<file path="src/hw/spr_readout_regs.vh">
`ifndef SPR_READOUT_REGS_VH
`define SPR_READOUT_REGS_VH
// Register indexes on the register port.
`define SPR_ROW_SIZE_ADDR 8'h03
`define SPR_COL_SIZE_ADDR 8'h04
`define SPR_HBLANK_ADDR 8'h05
`define SPR_VBLANK_ADDR 8'h06
`define SPR_INTEG_ADDR 8'h09
`define SPR_MODE_ADDR 8'h20
`define SPR_STATUS_ADDR 8'h40
// Reset values of the registers.
`define SPR_ROW_SIZE_RST 16'h03FF
`define SPR_COL_SIZE_RST 16'h04FF
`define SPR_HBLANK_RST 16'h0009
`define SPR_VBLANK_RST 16'h0019
`define SPR_INTEG_RST 16'h0419
`define SPR_MODE_RST 16'h0000
// Field positions in the readout mode register, and the top used bit of the integration count.
`define SPR_MODE_RAW_BIT 11
`define SPR_MODE_LVFMT_BIT 9
`define SPR_MODE_SNAP_BIT 8
`define SPR_MODE_SKIP_LSB 2
`define SPR_INTEG_MSB 13
// Row timing figures, in pixel clocks.
`define SPR_HBLANK_MIN 16'h0013
`define SPR_P1_LEN 18'h0_00F2
`define SPR_P2_BASE 16'h0011
// Array geometry.
`define SPR_ARRAY_COLS 11'h520
`define SPR_ARRAY_ROWS 11'h418
`define SPR_BLACK_LEFT 11'h010
`define SPR_BLACK_TOP 11'h008
`define SPR_BLACK_RIGHT 11'h007
`define SPR_BLACK_BOTTOM 11'h007
`define SPR_ACTIVE_COLS 11'h509
`define SPR_ACTIVE_ROWS 11'h409
`define SPR_BORDER 11'h004
`endif

</file>
<file path="src/hw/spr_readout.v">
`timescale 1ns/100ps
`default_nettype none
`include "spr_readout_regs.vh"

// Pixel readout port: scans the array on master clock rising edges and drives the pixel bus.
module spr_readout #(
	parameter BLACK_LEVEL = 10'h0_020
) (
	input wire sys_clk,
	input wire resetn,
	input wire master_clock_in,
	input wire output_disable,
	input wire snapshot_req,
	input wire standby_req,
	input wire [7:0] reg_addr,
	input wire [15:0] reg_wdata,
	input wire reg_wr,
	input wire reg_rd,
	output reg [15:0] reg_rdata,
	output reg [9:0] pixel_data,
	output reg frame_active,
	output reg line_active,
	output reg pixel_out_clock,
	output reg reset_done,
	output reg out_en_n,
	output reg analog_bias_on
);

	// Scan states.
	localparam ST_IDLE = 1'b0;
	localparam ST_SCAN = 1'b1;

	// Decodes whether an array location lies in the black border.
	function is_black;
		input [10:0] row_a;
		input [10:0] col_a;
		begin
			is_black = (row_a < `SPR_BLACK_TOP) ||
				(row_a >= (`SPR_ARRAY_ROWS - `SPR_BLACK_BOTTOM)) ||
				(col_a < `SPR_BLACK_LEFT) ||
				(col_a >= (`SPR_ARRAY_COLS - `SPR_BLACK_RIGHT));
		end
	endfunction

	// Synchroniser stages for the asynchronous inputs.
	reg mclk_s1_reg;
	reg mclk_s2_reg;
	reg oe_s1_reg;
	reg oe_s2_reg;
	reg snap_s1_reg;
	reg snap_s2_reg;
	reg stby_s1_reg;
	reg stby_s2_reg;

	// Software registers.
	reg [15:0] row_size_reg;
	reg [15:0] column_size_reg;
	reg [15:0] horiz_blank_reg;
	reg [15:0] vert_blank_reg;
	reg [15:0] integration_rows_reg;
	reg [15:0] readout_mode_reg;

	// Scan state and counters.
	reg state_reg;
	reg state_next;
	reg [17:0] col_reg;
	reg [17:0] col_next;
	reg [16:0] row_reg;
	reg [16:0] row_next;

	// Derived row and frame timing.
	reg [15:0] hblank_eff;
	reg [15:0] p2_len;
	reg [15:0] col_size_eff;
	reg [17:0] act_len;
	reg [17:0] row_len;
	reg [16:0] out_rows;
	reg [16:0] norm_rows;
	reg [16:0] integ_rows;
	reg [16:0] frame_rows;

	// Output values computed for the next pixel step.
	reg fa_next;
	reg lv_next;
	reg strobe_next;
	reg [9:0] data_next;
	reg in_cols;
	reg in_rows;
	reg [10:0] row_addr;
	reg [10:0] col_addr;
	reg [17:0] pix_idx;

	// One master clock rising edge seen in the system clock domain.
	wire pix_step;
	wire raw_mode;
	wire snap_mode;
	wire [1:0] skip_mode;

	assign pix_step = mclk_s2_reg & ~pixel_out_clock;
	assign raw_mode = readout_mode_reg[`SPR_MODE_RAW_BIT];
	assign snap_mode = readout_mode_reg[`SPR_MODE_SNAP_BIT];
	assign skip_mode = readout_mode_reg[`SPR_MODE_SKIP_LSB+1:`SPR_MODE_SKIP_LSB];

	// Two flip-flops on every input from outside this clock domain.
	always @(posedge sys_clk or negedge resetn) begin
		if (!resetn) begin
			mclk_s1_reg <= 1'b0;
			mclk_s2_reg <= 1'b0;
			oe_s1_reg <= 1'b1;
			oe_s2_reg <= 1'b1;
			snap_s1_reg <= 1'b0;
			snap_s2_reg <= 1'b0;
			stby_s1_reg <= 1'b0;
			stby_s2_reg <= 1'b0;
		end else begin
			mclk_s1_reg <= master_clock_in;
			mclk_s2_reg <= mclk_s1_reg;
			oe_s1_reg <= output_disable;
			oe_s2_reg <= oe_s1_reg;
			snap_s1_reg <= snapshot_req;
			snap_s2_reg <= snap_s1_reg;
			stby_s1_reg <= standby_req;
			stby_s2_reg <= stby_s1_reg;
		end
	end

	// Register writes; the asynchronous reset restores every default.
	always @(posedge sys_clk or negedge resetn) begin
		if (!resetn) begin
			row_size_reg <= `SPR_ROW_SIZE_RST;
			column_size_reg <= `SPR_COL_SIZE_RST;
			horiz_blank_reg <= `SPR_HBLANK_RST;
			vert_blank_reg <= `SPR_VBLANK_RST;
			integration_rows_reg <= `SPR_INTEG_RST;
			readout_mode_reg <= `SPR_MODE_RST;
		end else if (reg_wr) begin
			// Unmapped and read-only addresses ignore writes.
			case (reg_addr)
				`SPR_ROW_SIZE_ADDR: begin
					row_size_reg <= reg_wdata;
				end
				`SPR_COL_SIZE_ADDR: begin
					column_size_reg <= reg_wdata;
				end
				`SPR_HBLANK_ADDR: begin
					horiz_blank_reg <= reg_wdata;
				end
				`SPR_VBLANK_ADDR: begin
					vert_blank_reg <= reg_wdata;
				end
				`SPR_INTEG_ADDR: begin
					integration_rows_reg <= reg_wdata;
				end
				`SPR_MODE_ADDR: begin
					readout_mode_reg <= reg_wdata;
				end
				default: begin
					row_size_reg <= row_size_reg;
				end
			endcase
		end
	end

	// Read data stand in the cycle after the read strobe; unmapped reads give zero.
	always @(posedge sys_clk or negedge resetn) begin
		if (!resetn) begin
			reg_rdata <= 16'h0000;
		end else if (reg_rd) begin
			case (reg_addr)
				`SPR_ROW_SIZE_ADDR: begin
					reg_rdata <= row_size_reg;
				end
				`SPR_COL_SIZE_ADDR: begin
					reg_rdata <= column_size_reg;
				end
				`SPR_HBLANK_ADDR: begin
					reg_rdata <= horiz_blank_reg;
				end
				`SPR_VBLANK_ADDR: begin
					reg_rdata <= vert_blank_reg;
				end
				`SPR_INTEG_ADDR: begin
					reg_rdata <= integration_rows_reg;
				end
				`SPR_MODE_ADDR: begin
					reg_rdata <= readout_mode_reg;
				end
				`SPR_STATUS_ADDR: begin
					// Live scan state: frame, line, standby, scanning, low row bits.
					reg_rdata <= {frame_active, line_active, stby_s2_reg, state_reg,
						row_reg[11:0]};
				end
				default: begin
					reg_rdata <= 16'h0000;
				end
			endcase
		end else begin
			reg_rdata <= 16'h0000;
		end
	end

	// Row and frame lengths derived from the programmed sizes.
	always @* begin
		// Values under the minimum horizontal blanking are treated as the minimum.
		if (horiz_blank_reg < `SPR_HBLANK_MIN) begin
			hblank_eff = `SPR_HBLANK_MIN;
		end else begin
			hblank_eff = horiz_blank_reg;
		end
		p2_len = hblank_eff - `SPR_P2_BASE;
		// Column skip shrinks the column size that the row timing uses.
		case (skip_mode)
			2'd1: begin
				col_size_eff = {1'b0, column_size_reg[15:2], 1'b1};
			end
			2'd2: begin
				col_size_eff = {2'b00, column_size_reg[15:3], 1'b1};
			end
			2'd3: begin
				col_size_eff = {3'b000, column_size_reg[15:4], 1'b1};
			end
			default: begin
				col_size_eff = column_size_reg;
			end
		endcase
		act_len = {2'b00, col_size_eff} + 18'h0_0001;
		row_len = `SPR_P1_LEN + act_len + {2'b00, p2_len};
		// Raw mode adds the top and bottom black rows to the output.
		if (raw_mode) begin
			out_rows = {1'b0, row_size_reg} + 17'h0_0001 +
				{6'h00, `SPR_BLACK_TOP + `SPR_BLACK_BOTTOM};
		end else begin
			out_rows = {1'b0, row_size_reg} + 17'h0_0001;
		end
		norm_rows = out_rows + {1'b0, vert_blank_reg} + 17'h0_0001;
		integ_rows = {3'b000, integration_rows_reg[`SPR_INTEG_MSB:0]} + 17'h0_0001;
		// A long integration count stretches the frame.
		if (integ_rows > norm_rows) begin
			frame_rows = integ_rows;
		end else begin
			frame_rows = norm_rows;
		end
	end

	// Scan control: idle between frames, scanning within one.
	always @* begin
		state_next = state_reg;
		col_next = col_reg;
		row_next = row_reg;
		case (state_reg)
			ST_IDLE: begin
				// A frame starts unless in standby; snapshot mode waits for the request.
				if (pix_step && !stby_s2_reg && (!snap_mode || snap_s2_reg)) begin
					state_next = ST_SCAN;
					col_next = 18'h0_0000;
					row_next = 17'h0_0000;
				end
			end
			ST_SCAN: begin
				if (pix_step) begin
					if (stby_s2_reg) begin
						// Standby abandons the frame at once.
						state_next = ST_IDLE;
					end else if (col_reg + 18'h0_0001 >= row_len) begin
						col_next = 18'h0_0000;
						if (row_reg + 17'h0_0001 >= frame_rows) begin
							state_next = ST_IDLE;
						end else begin
							row_next = row_reg + 17'h0_0001;
						end
					end else begin
						col_next = col_reg + 18'h0_0001;
					end
				end
			end
			default: begin
				state_next = ST_IDLE;
			end
		endcase
	end

	// Output qualifiers and pixel value for the position about to be shown.
	always @* begin
		in_cols = (col_next >= `SPR_P1_LEN) && (col_next < `SPR_P1_LEN + act_len);
		in_rows = (state_next == ST_SCAN) && (row_next < out_rows);
		pix_idx = col_next - `SPR_P1_LEN;
		// Raw-mode rows start at the top edge, normal rows inside the border.
		if (raw_mode) begin
			row_addr = row_next[10:0];
		end else begin
			row_addr = row_next[10:0] + `SPR_BLACK_TOP + `SPR_BORDER;
		end
		col_addr = pix_idx[10:0] + `SPR_BLACK_LEFT + `SPR_BORDER;
		// Frame active covers the output rows only; blanking rows stay low.
		fa_next = in_rows;
		if (readout_mode_reg[`SPR_MODE_LVFMT_BIT]) begin
			lv_next = in_rows;
		end else begin
			lv_next = in_rows && in_cols;
		end
		// Black border locations show the black level, others a position pattern.
		if (!lv_next) begin
			data_next = 10'h000;
		end else if (is_black(row_addr, col_addr)) begin
			data_next = BLACK_LEVEL;
		end else begin
			data_next = {row_addr[4:0], col_addr[4:0]};
		end
		// Reset done marks the first pixel step of every frame.
		strobe_next = (state_reg == ST_IDLE) && (state_next == ST_SCAN);
	end

	// Scan registers and outputs advance together on each master clock rising edge.
	always @(posedge sys_clk or negedge resetn) begin
		if (!resetn) begin
			state_reg <= ST_IDLE;
			col_reg <= 18'h0_0000;
			row_reg <= 17'h0_0000;
			pixel_data <= 10'h000;
			frame_active <= 1'b0;
			line_active <= 1'b0;
			reset_done <= 1'b0;
		end else begin
			state_reg <= state_next;
			col_reg <= col_next;
			row_reg <= row_next;
			if (pix_step) begin
				// Data change together with the pixel clock rising edge.
				pixel_data <= data_next;
				frame_active <= fa_next;
				line_active <= lv_next;
				reset_done <= strobe_next;
			end
		end
	end

	// Pixel clock copies the master clock level and never stops.
	always @(posedge sys_clk or negedge resetn) begin
		if (!resetn) begin
			pixel_out_clock <= 1'b0;
		end else begin
			pixel_out_clock <= mclk_s2_reg;
		end
	end

	// Output enable, low while driving, and the analog bias indication.
	always @(posedge sys_clk or negedge resetn) begin
		if (!resetn) begin
			out_en_n <= 1'b1;
			analog_bias_on <= 1'b0;
		end else begin
			out_en_n <= oe_s2_reg;
			analog_bias_on <= ~stby_s2_reg;
		end
	end

endmodule
`default_nettype wire

</file>
<file path="config.mk">
export PLATFORM = sky130hd
export DESIGN_NAME = spr_readout
export DESIGN_NICKNAME = d
export VERILOG_FILES = /design/src/hw/spr_readout.v
export VERILOG_INCLUDE_DIRS = /design/src /design/src/hw
export SDC_FILE = /design/constraint.sdc
export NUM_CORES = 1
export LEC_CHECK = 0
export ABC_AREA = 0
export BUFFER_PORTS_ARGS = -buffer_cell sky130_fd_sc_hd__buf_2
export CAP_MARGIN = 10
export CELL_PAD_IN_SITES_DETAIL_PLACEMENT = 1
export CELL_PAD_IN_SITES_GLOBAL_PLACEMENT = 2
export CORE_UTILIZATION = 25
export CTS_CLUSTER_DIAMETER = 40
export DETAILED_ROUTE_END_ITERATION = 7
export GPL_TIMING_DRIVEN = 1
export PLACE_DENSITY_LB_ADDON = 0.1
export REMOVE_ABC_BUFFERS = 1
export SETUP_SLACK_MARGIN = 0.4
export SYNTH_ARGS = -nofsm -noshare
export SYNTH_HDL_FRONTEND = slang
export SYNTH_SLANG_ARGS = --single-unit
export TNS_END_PERCENT = 5
</file>
<file path="constraint.sdc">
create_clock -name sys_clk -period 9.56 [get_ports sys_clk]
set_input_delay 0.478 -clock sys_clk [delete_from_list [all_inputs] [get_ports sys_clk]]
set_output_delay 0.478 -clock sys_clk [all_outputs]
set_load 0.05 [all_outputs]
</file>
# Word level (Yosys, flattened, before mapping)
# Cells that the tools add are included.
[op_classes]
n_addsub = 16
order_cmp = 11
n_eq_ne = 10
mux = 27
bitwise_logic = 4
reduce_logical = 18
[ops]
columns = ["cell", "n"]
rows = [
  ["$mux W17", 7],
  ["$pmux W16 S7", 1],
  ["$mux W18", 4],
  ["$pmux W16 S3", 1],
  ["$pmux W18 S2", 1],
  ["$add A16 B1 Y17 const B", 2],
  ["$add A17 B1 Y17 const B", 2],
  ["$pmux W17 S2", 1],
  ["$mux W16", 2],
  ["$eq A8 B3 Y1 const B", 3],
  ["$add A11 B3 Y11 const B", 2],
  ["$ge A11 B11 Y1 const B", 2],
  ["$mux W10", 2],
  ["$add A18 B1 Y18 const B", 1],
  ["$add A18 B16 Y18", 1],
  ["$add A8 B17 Y18 const A", 1],
  ["$ge A18 B18 Y1", 1],
  ["$ge A18 B8 Y1 const B", 1],
  ["$lt A18 B18 Y1", 1],
  ["$add A17 B16 Y17", 1],
  ["$add A17 B4 Y17 const B", 1],
  ["$ge A17 B17 Y1", 1],
  ["$gt A15 B17 Y1", 1],
  ["$lt A17 B17 Y1", 1],
  ["other kinds (23)", 45],
]
[word_totals]
regBits = 172
input_bits = 32
out_inout_bits = 32
wordCells = 111

# Longest topological paths before layout
# Gate-level depths: netlist of the first run.
[depth]
word_depth = 22
mapped_depth = 47
depth_no_buf = 44

# Worst setup path before layout of the first run
# Ideal clock, no wire load.
[synth_path]
path_type = "register to register"
start = "register row_size_reg[1]"
end = "register pixel_data[3]"
setup_ps = 95
t_arrival_ps = 8529
required_time_ps = 9465
setup_slack_ps = 936
stages_incl_launch_ff = 45
n_path_buf = 2
period_less_slack_ps = 8624
cell_sequence = "dfstp_2 -> ha_1 -> buf_2 -> nand3_1 -> xor2_1 -> a311oi_1 -> nor3b_1 -> and2_1 -> nand2_1 -> xor2_1 -> ha_1 -> a21oi_1 -> o22ai_1 -> a211o_1 -> a21oi_1 -> xnor2_1 -> inv_1 -> ha_1 -> (+9 left out) -> a31oi_1 -> nand3_1 -> a211oi_4 -> nand2_1 -> xnor2_1 -> a22oi_1 -> inv_1 -> ha_1 -> a21o_1 -> a21o_1 -> a21oi_1 -> o21ai_0 -> a21o_1 -> a211oi_1 -> o311ai_1 -> nor4_4 -> nand2_1 -> o31ai_1"
[synth_via]
elab_chain_cells = 22
elab_cells_between_ends = 32
classes_between = "6 x add/sub; 5 x order compare; 16 x mux; 5 x reduce/logical"
[synth_rtl]
columns = ["element", "line_no", "rtl"]
rows = [
  ["start, declared", "spr_readout.v:56", "reg [15:0] row_size_reg;"],
  ["start signal, assigned", "spr_readout.v:130", "row_size_reg <= `SPR_ROW_SIZE_RST;"],
  ["start signal, assigned", "spr_readout.v:140", "row_size_reg <= reg_wdata;"],
  ["start signal, assigned", "spr_readout.v:158", "row_size_reg <= row_size_reg;"],
  ["$add A16 B1 Y17 (*)", "spr_readout.v:230, spr_readout.v:233", ""],
  ["$add A17 B4 Y17", "spr_readout.v:230", "out_rows = {1'b0, row_size_reg} + 17'h0_0001 +"],
  ["$mux W17 (*)", "spr_readout.v:229", "if (raw_mode) begin"],
  ["$add A17 B16 Y17 (*)", "spr_readout.v:235", "norm_rows = out_rows + {1'b0, vert_blank_reg} + 17'h0_0001;"],
  ["$add A17 B1 Y17 (*)", "spr_readout.v:235", ""],
  ["$gt A15 B17 Y1", "spr_readout.v:238", "if (integ_rows > norm_rows) begin"],
  ["$mux W17 (*)", "spr_readout.v:238", ""],
  ["$ge A17 B17 Y1 (*)", "spr_readout.v:266", "if (row_reg + 17'h0_0001 >= frame_rows) begin"],
  ["(+5 left out)", "-", ""],
  ["net row_next[10]", "spr_readout.v:69", "reg [16:0] row_next;"],
  ["$add A11 B4 Y11 (no source line)", "-", ""],
  ["$add A11 B3 Y11 (no source line)", "-", ""],
  ["$mux W11", "spr_readout.v:288", "if (raw_mode) begin"],
  ["$lt A11 B4 Y1 (no source line) / $ge A11 B11 Y1 (equally long branches)", "-", ""],
  ["$logic_or A1 B1 Y1 (3 in a row)", "spr_readout.v:38", "is_black = (row_a < `SPR_BLACK_TOP) ||"],
  ["$mux W10", "spr_readout.v:304", "end else if (is_black(row_addr, col_addr)) begin"],
  ["$mux W10 (*)", "spr_readout.v:302", "if (!lv_next) begin"],
  ["end signal, assigned", "spr_readout.v:329", "pixel_data <= data_next;"],
  ["end, declared", "spr_readout.v:20", "output reg [9:0] pixel_data,"],
]
# Mark *: on every way through the listed nets, which the timed path passes. The rest lies on a longest branch.
# A chain may end at the register's enable or synchronous reset.

# Final worst setup path of the first run
[layout_path]
start = "register row_size_reg[3]"
end = "register pixel_data[5]"
# The elaborated chain is that of the path after synthesis.

==> results of run 1 <==
==> what timing repair did <==
item                       in CTS  in global routing
resized for setup              23                100
pin swaps                       6                 63
hold endpoints to repair       31                  0
hold buffers                    1                  0
setup buffers                   5                 36
setup endpoints to repair      12                 12
gates cloned                    0                  1
==> placed cells by master (no fill, tap or decap), types with 8 or more instances in the layout <==
| master | count |
|---|---|
| a21oi_1 | 75 |
| ha_1 | 118 |
| and3_1 | 13 |
| xnor2_1 | 62 |
| ha_4 | 8 |
| nor2b_1 | 10 |
| o211ai_1 | 11 |
| a31oi_1 | 9 |
| xor2_1 | 60 |
| buf_2 | 62 |
| o21bai_1 | 9 |
| o21a_1 | 8 |
| dfstp_2 | 31 |
| o21ai_1 | 22 |
| o21ai_2 | 8 |
| nand2_1 | 144 |
| a22oi_1 | 20 |
| a21o_1 | 25 |
| nand4_1 | 27 |
| a21oi_2 | 9 |
| nand3_1 | 49 |
| inv_1 | 81 |
| or3_1 | 12 |
| mux2i_1 | 40 |
| and2_1 | 10 |
| dfrtp_1 | 140 |
| nand2b_1 | 9 |
| nor3_1 | 21 |
| o21ai_0 | 56 |
| mux2_2 | 103 |
| clkbuf_16 | 18 |
| buf_4 | 94 |
| nor2_1 | 60 |
| a222oi_1 | 16 |
| xnor2_2 | 11 |
| nor4_1 | 10 |
==> how the worst min path moves through the flow <==
stage	startpoint	to	slack, ns	depth (start not counted)
floorplan	resetn	analog_bias_on$_DFF_PN0_	0.18	0
global placement	mclk_s1_reg$_DFF_PN0_	mclk_s2_reg$_DFF_PN0_	0.34	0
detailed placement	mclk_s1_reg$_DFF_PN0_	mclk_s2_reg$_DFF_PN0_	0.34	0
CTS	output_disable	oe_s1_reg$_DFF_PN1_	0.04	1
global route	output_disable	oe_s1_reg$_DFF_PN1_	0.06	1
finish	output_disable	oe_s1_reg$_DFF_PN1_	0.08	1
==> report_power, final <==
part | total, uW | leakage, uW | internal [uW] | switching (uW)
registers | 812 | 0.00225 | 761 | 50.5
clock network | 751 | 0.000304 | 361 | 390
logic | 916 | 0.00525 | 379 | 537
total | 2480 | 0.00780 | 1500 | 978
==> per-layer routing <==
layer / GRT usage [%] / part of all wire, % / vias to the layer above
li1: - / - / 5811
met1: 28.3 / 51 / 6105
met2: 30.1 / 44 / 207
met3: 2.78 / 3.6 / 43
met4: 5.24 / 1.6 / 0
met5: 0 / 0 / -
==> stage by stage <==
stage | area, um^2 | TNS, ns | cells
floorplan | 13800 | 0 | 1461
global placement | 15600 | -0.00181 | 2333
detailed placement | 15600 | -2.23 | 2333
CTS | 16300 | 0 | 2371
global route | 17100 | 0 | 2408
finish | 17100 | 0 | 2408
==> cell type report <==
cell class                 count  area share (%)
clock buffer                  17            2.48
clock inverter                15            1.21
inverter                      85            1.86
multi-input combinational   1204            56.8
sequential                   172            25.4
tap                          748            5.46
timing repair buffer         167            6.79
==> critical path: cells and delay by family, from the launching register on <==
family | cells | cell delay, ns
buffers and inverters | 8 | 1.10
AO/OA/AOI/OAI | 15 | 2.87
flip-flops | 1 | 0.65
AND/OR/NAND/NOR | 15 | 2.32
XOR/XNOR | 4 | 0.61
multiplexers | 1 | 0.20
adder cells (fa/ha/maj) | 4 | 1.03
==> logic make-up after synthesis <==
group           after synthesis  share of synthesized area, %
simple gates                433                          15.9
flops                       172                          30.8
mux                         151                          11.8
fa+ha+maj                   128                          11.5
compound gates              353                          17.0
buf+inv                     151                          4.34
xor+xnor                    139                          8.69
==> reports/metrics.yaml, run 1 <==
drt:
  firstDrtPassIters: 5
  ant_nets: 0
  drc: 0
  first_iter_violations: 518
  wire_per_inst_um: 22.7
  vias: 12200
  routed_via_density: 5.05
  drt-total-wl_um: 54500
job:
  drv_cap: 0
floorplanning:
  core_um2: 55400
  initial_core_util_pct: 25.5
  die_area_um2: 57400
  die_x_um: 240
  fp.dieH_um: 240
  rows: 86
  ios: 64
sta:
  finalCritPeriodShare_pct: 92.5
  finalHoldViolCount: 0
  fin_skew_ns: 0.0160
  fmax_mhz: 113
  rsz0062_at_grt: "yes"
  setup_slack_ns: 0.722
  tightest_slew_ns: 1.20
  post-route-min-period_ns: 8.84
  slew_viol_final: 0
  slew_headroom_pct: 19.8
  setup_viol: 0
  whs_ns: 0.0771
power_and_ir_drop:
  leakagePower_uw: 0.00780
  powerDensity_nw_per_um2: 145
  power.total_uw: 2480
  peakVddDrop_mv: 0.150
grt:
  grt-ovfl-total: 0
  grt_max_degree: 59
  antenna_found_initial: 3
  track_usage_pct: 19.6
  grt_pass1_vias: 12500
  grt_pass1_wl_um: 82200
worst_setup_path:
  critPathCaptureType: "flop"
  r2r_setup_slack_ns: 0.72
  slowest_stage: "dfstp_2"
  worstSetupStartpoint: "row_size_reg[3]$_DFFE_PN1P_"
  slowest_delay_ns: 0.65
  r2r_end: "pixel_data[5]$_DFFE_PN0P_"
  path_max_fanout: 7
  rr_startpoint: "row_size_reg[3]$_DFFE_PN1P_"
  worstSetupEndpoint: "pixel_data[5]$_DFFE_PN0P_"
  crit_path_start_kind: "flop"
  crit_type: "reg -> reg"
  arrival_ns: 9.27
  crit_required_ns: 9.99
  rr_worst_depth: 47
yosys:
  yosysSeqAreaShare_pct: 30.8
  ys_seq_elements: 172
  yosysMostFrequentCell: "nand2_1"
  synth_cell_types: 104
  ys_top_cells_by_area: "dfrtp_1 25%, ha_1 11%, mux2_2 8.2%"
  synth_edf_count: 0
  syn_inst: 1527
  synth_area_leader_cell: "dfrtp_1"
  yosys_warnings: 0
  synth_common_cells: "148 x nand2_1, 141 x dfrtp_1, 126 x ha_1"
  synth_area_um2: 14100
  synthArstFlopShare_pct: 100
  synth_top_cell_area_share_pct: 25.0
  synthFlopType: "dfrtp_1"
  syn_avg_cell_area_um2: 9.24
finish:
  multiInputGateArea_um2: 9730
  area_delta_synth_final_pct: 21.4
  nNetsFinal: 1807
  largest_reg_flops: 18
  regArea_um2: 4340
  diodes: 0
  fin_util_pct: 30.9
  fillers: 6331
  final_layout_size_suffix_gt1_share_pct: 27.5
cts:
  cts_tree: "yes"
  numCtsBuffers: 17
  insertion_delay_ns: 0.49
  clockBufferDepth: 2
  cts.clk_slew.worst_paths_ns: 0.08
  root_buffer: "clkbuf_16"
  h-tree-depth: 4
  cts.sinks: 172
min_path:
  hold_path_class: "in -> reg"
place:
  place_ws_ns: -0.271
  io_buffers: 63
  hpwl_um: 42800
  place.gp.congestion: 0.804
outcome:
  status: "complete, no violations"
Power figures use the tool's default switching activity.
==> inputs of run 2 (changes only) <==
- CTS_CLUSTER_SIZE: not set -> 10
- RECOVER_POWER: not set -> 50
==> run 2 against run 1 <==
- the run now ends with capacitance limit, slew limit left
- non-clock buffer count did not move
- utilization fell by 0.12 points
- clock power barely moved
- final area fell by 0.40%
- worst hold slack got worse by 0.0019 ns
- critical path depth did not move
- sequential power barely moved
- first-iteration DRC count fell by 5.4%
- global-route usage did not move
- clock skew barely moved
- register-to-register slack got worse by 0.04 ns
- total power barely moved
==> reports/metrics.yaml, run 2 (synthesis results as in run 1) <==
floorplanning:
  die_x_um: 240  # unchanged
  initial_core_util_pct: 25.5  # unchanged
  rows: 86  # unchanged
  die_area_um2: 57400  # unchanged
  core_um2: 55400  # unchanged
  ios: 64  # unchanged
  fp.dieH_um: 240  # unchanged
grt:
  track_usage_pct: 19.6  # unchanged
  antenna_found_initial: 3  # unchanged
  grt-ovfl-total: 0  # unchanged
  grt_pass1_vias: 12500  # unchanged
  grt_max_degree: 59  # unchanged
  grt_pass1_wl_um: 82200  # unchanged
sta:
  whs_ns: 0.0753  # -0.00185 ns
  fmax_mhz: 113  # -0.45%
  setup_viol: 0  # unchanged
  fin_skew_ns: 0.0160  # -0.00000210 ns
  finalHoldViolCount: 0  # unchanged
  rsz0062_at_grt: "yes"
  tightest_slew_ns: 3.58  # +2.38 ns
  slew_headroom_pct: -139  # -160 points
  finalCritPeriodShare_pct: 92.9  # +0.42 points
  post-route-min-period_ns: 8.88  # +0.0401 ns
  slew_viol_final: 186  # +186
  setup_slack_ns: 0.682  # -0.0401 ns
power_and_ir_drop:
  powerDensity_nw_per_um2: 145  # +0.35%
  internal_power_uw: 1500  # -0.12%
  clockPowerShare_pct: 30.3  # about the same
  leakagePower_uw: 0.00765  # -2.0%
  seq_power_share_pct: 32.8  # about the same
  p_comb_share_pct: 36.9  # about the same
  power.total_uw: 2480  # about the same
  netSwitchingPower_uw: 978  # about the same
  p_sw_share_pct: 39.5  # about the same
  peakVddDrop_mv: 0.150  # +0.49%
drt:
  vias: 12200  # -0.025%
  ant_nets: 0  # unchanged
  first_iter_violations: 490  # -5.4%
  wire_per_inst_um: 22.7  # about the same
  drc: 0  # unchanged
  routed_via_density: 5.05  # about the same
  firstDrtPassIters: 6  # +1
  drt-total-wl_um: 54600  # about the same
worst_setup_path:
  r2r_end: "pixel_data[5]$_DFFE_PN0P_"
  crit_required_ns: 9.99  # about the same
  worstSetupStartpoint: "row_size_reg[3]$_DFFE_PN1P_"
  crit_path_start_kind: "flop"
  critPathCaptureType: "flop"
  r2r_setup_slack_ns: 0.68  # -0.04 ns
  rr_startpoint: "row_size_reg[3]$_DFFE_PN1P_"
  worstSetupEndpoint: "pixel_data[5]$_DFFE_PN0P_"
  rr_worst_depth: 47  # unchanged
  path_max_fanout: 7  # unchanged
  slowest_stage: "dfstp_2"
  slowest_delay_ns: 0.65  # about the same
  crit_type: "reg -> reg"
  arrival_ns: 9.31  # +0.04 ns
cts:
  numCtsBuffers: 17  # unchanged
  clockBufferDepth: 2  # unchanged
  h-tree-depth: 4  # unchanged
  cts_tree: "yes"
  cts.clk_slew.worst_paths_ns: 0.08  # about the same
  cts.sinks: 172  # unchanged
  root_buffer: "clkbuf_16"
  insertion_delay_ns: 0.49  # about the same
finish:
  design_area_um2: 17100  # -0.40%
  final_layout_size_suffix_gt1_share_pct: 25.4  # -2.2 points
  diodes: 0  # unchanged
  stdcell_count: 2408  # unchanged
  area_delta_synth_final_pct: 21.0
  largest_reg_flops: 18  # unchanged
  layout_commonest_cell: "nand2_1"
  nNetsFinal: 1807  # unchanged
  final_cell_mix: "144 x nand2_1, 140 x dfrtp_1, 118 x ha_1"
place:
  place_ws_ns: -0.271  # unchanged
  hpwl_um: 42800  # unchanged
  dpl.cell_count: 2333  # unchanged
  placed_cell_area_um2: 15600  # unchanged
  place.gp.congestion: 0.804  # unchanged
  io_buffers: 63  # unchanged
job:
  drv_cap: 4  # +4
min_path:
  hold_path_class: "in -> reg"
outcome:
  status: "complete, but fails checks"
  violations: "capacitance limit, slew limit"
## run 2: layout make-up
class | instances | area [um^2]
clock buffer | 17 | 425
clock inverter | 15 | 206
fill | 6336 | 38400
inverter | 85 | 319
multi-input combinational | 1204 | 9720
sequential | 172 | 4340
tap | 748 | 936
timing repair buffer | 167 | 1110
## run 2: metal layers
metal	routed length, um	track usage [%]
met1	27900	28.3
met2	24100	30.1
met3	1670	2.78
met4	891	5.24
met5	0	0
## run 2: worst max-delay path, delay by kind of cell, from the launching register on
family	cells	cell delay, ns
compound gates	15	2.91
simple gates	15	2.32
buf+inv	8	1.10
fa+ha+maj	4	1.03
flops	1	0.65
xor+xnor	4	0.61
mux	1	0.20
## run 2: per-stage QoR
stage	TNS, ns	utilization, %
global placement	-0.00181	28.1
floorplan	0	-
CTS	0	29.5
finish	0	30.8
global route	0	30.8
detailed placement	-2.23	28.1
## run 2: what timing repair did
item                                    CTS  global route
endpoints found under the hold margin    31             0
pin swaps                                 6            63
setup buffers                             5            36
hold buffers                              1             0
resized for setup                        23           100
cloned                                    0             1
endpoints found under the setup margin   12            12
## run 2: worst min-delay path by stage
stage / depth (start not counted) / end / start / slack, ns
final: 1 / oe_s1_reg$_DFF_PN1_ / output_disable / 0.08
after floorplan: 0 / analog_bias_on$_DFF_PN0_ / resetn / 0.18
after CTS: 1 / oe_s1_reg$_DFF_PN1_ / output_disable / 0.04
after global routing: 1 / oe_s1_reg$_DFF_PN1_ / output_disable / 0.06
after detailed placement: 0 / mclk_s2_reg$_DFF_PN0_ / mclk_s1_reg$_DFF_PN0_ / 0.34
after global placement: 0 / mclk_s2_reg$_DFF_PN0_ / mclk_s1_reg$_DFF_PN0_ / 0.34
## run 2: power groups by stage
stage                     Clock [uW]  Combinational (uW)  Sequential [uW]
after floorplan                    0                 542              816
after global placement             0                 827              824
after detailed placement           0                 844              824
after CTS                        782                 863              810
after global routing             804                1030              817
final                            752                 914              812
